## src/ppm_pkg.sv

```systemverilog
package ppm_pkg;
    // ****************************************************************
    // Register map and field layout
    // ****************************************************************
    localparam logic [3:0] PPM_ADDR_PIN_CTRL = 4'h0;
    localparam logic [3:0] PPM_ADDR_FAULT_CTRL = 4'h4;
    localparam logic [3:0] PPM_ADDR_STATUS = 4'h8;
    localparam int PPM_MODE_MSB = 11;
    localparam int PPM_MODE_LSB = 10;
    localparam int PPM_OVR_EN_HIGH_BIT = 9;
    localparam int PPM_OVR_EN_LOW_BIT = 8;
    localparam int PPM_OVR_VAL_HIGH_BIT = 7;
    localparam int PPM_OVR_VAL_LOW_BIT = 6;
    localparam int PPM_FLT_VAL_HIGH_BIT = 5;
    localparam int PPM_FLT_VAL_LOW_BIT = 4;
    localparam int PPM_FLT_MODE_BIT = 15;
    localparam logic [11:4] PPM_PIN_CTRL_RESET = 8'h00;
    localparam logic PPM_FLT_MODE_RESET = 1'b0;

    typedef enum logic [1:0] {
        PPM_MODE_COMPL = 2'h0,
        PPM_MODE_REDUND = 2'h1,
        PPM_MODE_PUSH_PULL = 2'h2,
        PPM_MODE_INDEP = 2'h3
    } ppm_mode_t;

    typedef struct packed {
        logic high;
        logic low;
    } ppm_pair_t;

    typedef struct packed {
        ppm_mode_t pin_pair_mode;
        logic high_override_enable;
        logic low_override_enable;
        ppm_pair_t override_value_field;
        ppm_pair_t fault_state_field;
        logic fault_mode_select;
    } ppm_cfg_t;
endpackage : ppm_pkg

```

## src/ppm_pin_mux.sv

```systemverilog
`timescale 1ns/100ps
`default_nettype none
module ppm_pin_mux
    import ppm_pkg::*;
(
    input wire ppm_cfg_t cfg_i,
    input wire ppm_pair_t gen_i,
    input wire logic pp_phase_i,
    input wire logic fault_i,
    output var ppm_pair_t pins_o
);
    ppm_pair_t by_mode;

    always_comb begin
        by_mode = '{high: 1'b0, low: 1'b0};
        case (cfg_i.pin_pair_mode)
            PPM_MODE_COMPL: begin
                by_mode.high = gen_i.high;
                by_mode.low = ~gen_i.high;
            end
            PPM_MODE_REDUND: begin
                by_mode.high = gen_i.high;
                by_mode.low = gen_i.high;
            end
            PPM_MODE_PUSH_PULL: begin
                // The pins take turns carrying the pulse, one period each.
                by_mode.high = gen_i.high & ~pp_phase_i;
                by_mode.low = gen_i.high & pp_phase_i;
            end
            PPM_MODE_INDEP: begin
                by_mode = gen_i;
            end
            default: begin
                by_mode = '{high: 1'b0, low: 1'b0};
            end
        endcase
        pins_o = by_mode;
        if (cfg_i.high_override_enable) begin
            pins_o.high = cfg_i.override_value_field.high;
        end
        if (cfg_i.low_override_enable) begin
            pins_o.low = cfg_i.override_value_field.low;
        end
        // Fault forcing is last so it wins over everything else.
        if (fault_i && !cfg_i.fault_mode_select) begin
            pins_o = cfg_i.fault_state_field;
        end
    end
endmodule : ppm_pin_mux
`default_nettype wire

```

## src/ppm_pin_pair.sv

```systemverilog
// The placing of the registers and register access over Avalon-MM were chosen for this implementation.
`timescale 1ns/100ps
`default_nettype none
module ppm_pin_pair
    import ppm_pkg::*;
(
    input wire logic CLK_I,
    input wire logic SRST_I,
    input wire logic [3:0] AVS_ADDRESS_I,
    input wire logic AVS_READ_I,
    input wire logic AVS_WRITE_I,
    input wire logic [31:0] AVS_WRITEDATA_I,
    input wire logic [3:0] AVS_BYTEENABLE_I,
    output logic [31:0] AVS_READDATA_O,
    output logic AVS_WAITREQUEST_O,
    input wire logic GEN_HIGH_I,
    input wire logic GEN_LOW_I,
    input wire logic PERIOD_START_I,
    input wire logic FAULT_I,
    output logic PWM_HIGH_OUT_O,
    output logic PWM_LOW_OUT_O
);
    // ****************************************************************
    // Register bus
    // ****************************************************************
    ppm_cfg_t cfg, next_cfg;
    logic ack, next_ack;
    logic [31:0] rdata, next_rdata;
    logic pp_phase, next_pp_phase;
    ppm_pair_t pins, next_pins, mux_pins;
    ppm_pair_t gen_pair;
    logic req;

    // Every access waits one cycle, so the answer is always at the
    // second edge of the request.
    assign req = (AVS_READ_I | AVS_WRITE_I) & ~ack;
    assign AVS_WAITREQUEST_O = (AVS_READ_I | AVS_WRITE_I) & ~ack;
    assign AVS_READDATA_O = rdata;

    always_comb begin
        next_cfg = cfg;
        next_ack = req;
        next_rdata = rdata;
        if (req && AVS_WRITE_I) begin
            if (AVS_ADDRESS_I == PPM_ADDR_PIN_CTRL) begin
                if (AVS_BYTEENABLE_I[1]) begin
                    next_cfg.pin_pair_mode = ppm_mode_t'(
                        AVS_WRITEDATA_I[PPM_MODE_MSB:PPM_MODE_LSB]);
                    next_cfg.high_override_enable =
                        AVS_WRITEDATA_I[PPM_OVR_EN_HIGH_BIT];
                    next_cfg.low_override_enable =
                        AVS_WRITEDATA_I[PPM_OVR_EN_LOW_BIT];
                end
                if (AVS_BYTEENABLE_I[0]) begin
                    next_cfg.override_value_field.high =
                        AVS_WRITEDATA_I[PPM_OVR_VAL_HIGH_BIT];
                    next_cfg.override_value_field.low =
                        AVS_WRITEDATA_I[PPM_OVR_VAL_LOW_BIT];
                    next_cfg.fault_state_field.high =
                        AVS_WRITEDATA_I[PPM_FLT_VAL_HIGH_BIT];
                    next_cfg.fault_state_field.low =
                        AVS_WRITEDATA_I[PPM_FLT_VAL_LOW_BIT];
                end
            end else if (AVS_ADDRESS_I == PPM_ADDR_FAULT_CTRL) begin
                if (AVS_BYTEENABLE_I[1]) begin
                    next_cfg.fault_mode_select =
                        AVS_WRITEDATA_I[PPM_FLT_MODE_BIT];
                end
            end
        end
        if (req && AVS_READ_I) begin
            next_rdata = 32'h0000_0000;
            case (AVS_ADDRESS_I)
                PPM_ADDR_PIN_CTRL: begin
                    next_rdata[PPM_MODE_MSB:PPM_MODE_LSB] = cfg.pin_pair_mode;
                    next_rdata[PPM_OVR_EN_HIGH_BIT] = cfg.high_override_enable;
                    next_rdata[PPM_OVR_EN_LOW_BIT] = cfg.low_override_enable;
                    next_rdata[PPM_OVR_VAL_HIGH_BIT:PPM_OVR_VAL_LOW_BIT] =
                        cfg.override_value_field;
                    next_rdata[PPM_FLT_VAL_HIGH_BIT:PPM_FLT_VAL_LOW_BIT] =
                        cfg.fault_state_field;
                end
                PPM_ADDR_FAULT_CTRL: begin
                    next_rdata[PPM_FLT_MODE_BIT] = cfg.fault_mode_select;
                end
                PPM_ADDR_STATUS: begin
                    next_rdata[3:0] = {FAULT_I, pp_phase, pins.high, pins.low};
                end
                default: begin
                    next_rdata = 32'h0000_0000;
                end
            endcase
        end
    end

    always_ff @(posedge CLK_I) begin
        if (SRST_I) begin
            cfg <= '{pin_pair_mode: ppm_mode_t'(PPM_PIN_CTRL_RESET[11:10]),
                     high_override_enable: PPM_PIN_CTRL_RESET[9],
                     low_override_enable: PPM_PIN_CTRL_RESET[8],
                     override_value_field: PPM_PIN_CTRL_RESET[7:6],
                     fault_state_field: PPM_PIN_CTRL_RESET[5:4],
                     fault_mode_select: PPM_FLT_MODE_RESET};
            ack <= 1'b0;
            rdata <= 32'h0000_0000;
        end else begin
            cfg <= next_cfg;
            ack <= next_ack;
            rdata <= next_rdata;
        end
    end

    // ****************************************************************
    // Pin stage
    // ****************************************************************
    assign gen_pair = '{high: GEN_HIGH_I, low: GEN_LOW_I};

    ppm_pin_mux u_mux (
        .cfg_i(cfg),
        .gen_i(gen_pair),
        .pp_phase_i(pp_phase),
        .fault_i(FAULT_I),
        .pins_o(mux_pins)
    );

    always_comb begin
        next_pp_phase = PERIOD_START_I ? ~pp_phase : pp_phase;
        next_pins = mux_pins;
    end

    always_ff @(posedge CLK_I) begin
        if (SRST_I) begin
            pp_phase <= 1'b0;
            pins <= '{high: 1'b0, low: 1'b0};
        end else begin
            pp_phase <= next_pp_phase;
            pins <= next_pins;
        end
    end

    assign PWM_HIGH_OUT_O = pins.high;
    assign PWM_LOW_OUT_O = pins.low;

    logic flt_now;
    assign flt_now = FAULT_I && !cfg.fault_mode_select;
endmodule : ppm_pin_pair
`default_nettype wire

```

## config.mk

```make
export PLATFORM = sky130hd
export DESIGN_NAME = ppm_pin_pair
export DESIGN_NICKNAME = d
export VERILOG_FILES = /design/src/ppm_pkg.sv /design/src/ppm_pin_mux.sv /design/src/ppm_pin_pair.sv
export SDC_FILE = /design/constraint.sdc
export NUM_CORES = 1
export LEC_CHECK = 0
export BUFFER_PORTS_ARGS = -buffer_cell sky130_fd_sc_hd__buf_2
export CAP_MARGIN = 10
export CELL_PAD_IN_SITES_DETAIL_PLACEMENT = 0
export CELL_PAD_IN_SITES_GLOBAL_PLACEMENT = 2
export CORE_MARGIN = 5
export CORE_UTILIZATION = 19
export DETAILED_ROUTE_END_ITERATION = 8
export GPL_ROUTABILITY_DRIVEN = 0
export HOLD_SLACK_MARGIN = 0.08
export PLACE_DENSITY = 0.82
export SLEW_MARGIN = 20
export SYNTH_ARGS = -nofsm -noshare
export SYNTH_HDL_FRONTEND = slang
export SYNTH_SLANG_ARGS = --single-unit
```

## constraint.sdc

```tcl
create_clock -name CLK_I -period 1.3 [get_ports CLK_I]
set_clock_uncertainty 0.1 [all_clocks]
set_input_delay 0.13 -clock CLK_I [delete_from_list [all_inputs] [get_ports CLK_I]]
set_output_delay 0.13 -clock CLK_I [all_outputs]
set_load 0.03 [all_outputs]
```

==> results.md <==
- Class of the most critical hold timing path: input pin to flip-flop
- Post-synthesis cell area: 1251 um2
- Number of enable-type register cells in the synthesized netlist: 0
- Synthesis-stage register bit count: 26
- Max Freq: 0.8026 GHz
- Total clock buffers created by CTS: 3
- Dominant synthesized flop cell: sky130_fd_sc_hd__dfxtp_1
- Post-DR wirelength/cell: 11.81 um
- CTS H-tree lvls: 1
- Area fraction in compound gates after synthesis: 0.1380
- Count of final hold-check violations: 0
- GRT overflow: 0
- Multi-input combinational cell area: 619.3 um2
- Critical path required time: 1070 ps
- Antenna violations before repair: 0
- Total length of routed wires: 3320 um
- Maximum capacitance violations: 0
- Proportion of synthesized flip-flops having asynchronous set or reset: 0
- Number of detailed-routing iterations run before antenna repair: 4
- Ratio of total power to cell area: 1026 nW/um2
- Die Width: 91.15 um
- Filler instances: 700
- Vertical die dimension: 91.15 um
- Number of warnings issued by yosys: 0
- Time the final worst path needs with I/O delays and setup: 1246 ps
- Number of max-slew violations in the final report: 0
- CTS clk-pin slew, worst paths: 90 ps
- Die Outline Area: 8308 um2
- First-pass GRT wire length: 5526 um
- Critical path fanouts, max: 5
- Buffers from clock root to sink, at most: 2
- Portion of the post-synthesis area used by sequential elements: 0.4160
- Multiplexer share of the synthesized area: 0.03200
- Number of distinct library cells after synthesis: 26
- Fraction of final layout cells with drive strength greater than 1: 0.2892
- Share of the synthesized netlist area taken by xor and xnor gates: 0.01400
- Routed via count: 1127
- Largest net degree at the start of global routing: 23
- Nets: 253
- Total leakage power: 0.7472 nW
- FF/Latch Area: 520.5 um2
- Final worst slack: 54.05 ps
- Ratio of routed vias to standard cells: 4.011
- Finished Layout Cells: 281
- Global-route usage over all layers: 0.08080
- Share of the clock period used by the worst path after layout: 0.9584
- Clock insertion delay at the later pin of the skew report: 270 ps
- I/O pins: 83
- Number of sinks handled by clock tree synthesis: 26
- Crit Path Category: flip-flop to output port
- Final Setup Violations: 0
- Antenna cell count: 0
- Iteration-0 DRC count of the detailed router: 95
- Final core area utilization: 0.2706
- Post-synthesis simple-gate area fraction: 0.2460
- Worst vdd rail ir drop: 0.4046 mV
- Syn avg cell area: 8.397 um2
- CTS tree: yes
- Launching element type of the critical path: flip-flop
- Element type at the critical path end: output port
- Vias in the first global route: 1119
- Synthesized-area fraction occupied by adder cells: 0
- Number of nets with antenna violations after detailed routing: 0
- Number of cells after detailed placement: 265
- Placement row count: 29
- Post-detailed-placement half-perimeter wirelength: 2600 um
- Initial Util: 0.1959
- Synth-to-Final Area Change: 38.10%
- Core Region: 6386 um2
- Port Buf Inserts: 38
- Main combinational cell family by area after synthesis: simple AND/OR/NAND/NOR gates
- Number of instances in the synthesized netlist: 149
- Library cell used as clock root buffer: sky130_fd_sc_hd__clkbuf_8
- Number of DRC violations after detailed routing: 0
- Setup WS pre-CTS: -17.76 ps
- Worst path arrival time: 1020 ps
- Result of the run: completed
- RSZ-0062 raised after global routing: false
==> state kept, by name (all words and copies together), names as in the netlist <==
signal          cells
ack                 1
cfg                 9
PWM_HIGH_OUT_O      1
pp_phase            1
AVS_READDATA_O     13
PWM_LOW_OUT_O       1
==> cells in the mapped netlist (all sizes together) (2+ instances only) <==
| library cell | n | area [um2] |
|---|---|---|
| xnor2 | 2 | 17.52 |
| nor3 | 2 | 10.01 |
| mux2i | 4 | 40.04 |
| o21ai | 2 | 10.01 |
| a41o | 2 | 20.02 |
| nor2b | 2 | 12.51 |
| inv | 2 | 7.510 |
| buf | 22 | 162.7 |
| nand2 | 24 | 90.09 |
| nor4b | 2 | 17.52 |
| clkbuf | 5 | 18.77 |
| a21oi | 18 | 90.09 |
| nor2 | 4 | 15.01 |
| nand2b | 7 | 43.79 |
| dfxtp | 26 | 520.5 |
| a31o | 4 | 35.03 |
| nand3 | 13 | 65.06 |
==> area by class of cell <==
class,count,share of cell area
multi-input combinational,112,0.3584
sequential,26,0.3012
timing repair buffer,60,0.2390
tap,77,0.05576
clock buffer,3,0.02390
clock inverter,1,0.01738
inverter,2,0.004345
==> cells by family (layout without fill, tap and decap cells) <==
group,count (synthesis),in the layout
buf+inv,29,66
simple gates,59,59
compound gates,28,28
xor+xnor,2,2
mux,4,4
other cells,1,19
flops,26,26
==> path summary, 6_finish.rpt <==
kind | start | endpoint | slack (ps) | cells after the start
worst min-delay path | SRST_I | AVS_READDATA_O[9] | 120 | 3
worst max register to register | ack | cfg[8] | 60 | 3
worst min register to register | AVS_READDATA_O[5] | AVS_READDATA_O[5] | 350 | 2
worst max-delay path | ack | AVS_WAITREQUEST_O | 50 | 3
==> timing repair <==
action / CTS / global route
resized for setup: 0 / 2
setup buffers: 0 / 0
hold buffers: 12 / 0
endpoints found under the setup margin: 0 / 2
hold endpoints to repair: 12 / 0
==> per-stage QoR <==
stage	area, um2	TNS (ps)	hold WS, ps	total power, mW
global placement	1526	-47.59	274.4	1.092
finish	1728	0	124.5	1.773
detailed placement	1526	-68.76	276.4	1.094
CTS	1718	0	123.3	1.787
floorplan	1321	0	166.8	1.034
global route	1728	0	138.9	1.856
==> per-layer routing <==
| layer | global-route usage | wire length, um | part of all wire |
|---|---|---|---|
| met1 | 0.1003 | 1508 | 0.45 |
| met2 | 0.1346 | 1548 | 0.47 |
| met3 | 0.02562 | 229 | 0.069 |
| met4 | 0.02200 | 34 | 0.010 |
| met5 | 0 | 0 | 0 |
==> cells in the final DEF, fill, tap and decap left out, types with 3 or more instances in the layout <==
cell / n
sky130_fd_sc_hd__nor2_1: 4
sky130_fd_sc_hd__buf_4: 8
sky130_fd_sc_hd__a21oi_1: 18
sky130_fd_sc_hd__nand2b_1: 7
sky130_fd_sc_hd__a31o_2: 4
sky130_fd_sc_hd__buf_2: 37
sky130_fd_sc_hd__dfxtp_1: 26
sky130_fd_sc_hd__nand2_1: 24
sky130_fd_sc_hd__conb_1: 19
sky130_fd_sc_hd__clkbuf_8: 3
sky130_fd_sc_hd__mux2i_1: 4
sky130_fd_sc_hd__dlygate4sd3_1: 12
sky130_fd_sc_hd__nand3_1: 13
==> critical path: stages (launching register included) <==
cell,delay (ps)
sky130_fd_sc_hd__dfxtp_1,320
sky130_fd_sc_hd__buf_4,140
sky130_fd_sc_hd__nor2_1,90
sky130_fd_sc_hd__clkbuf_4,190
==> where the power goes <==
part           internal [mW]  total (mW)  switching (mW)
clock network          0.412       0.669           0.257
logic                  0.110       0.291           0.181
registers              0.807       0.814         0.00690
total                   1.33        1.77           0.445
(Power assumes the default switching activity.)
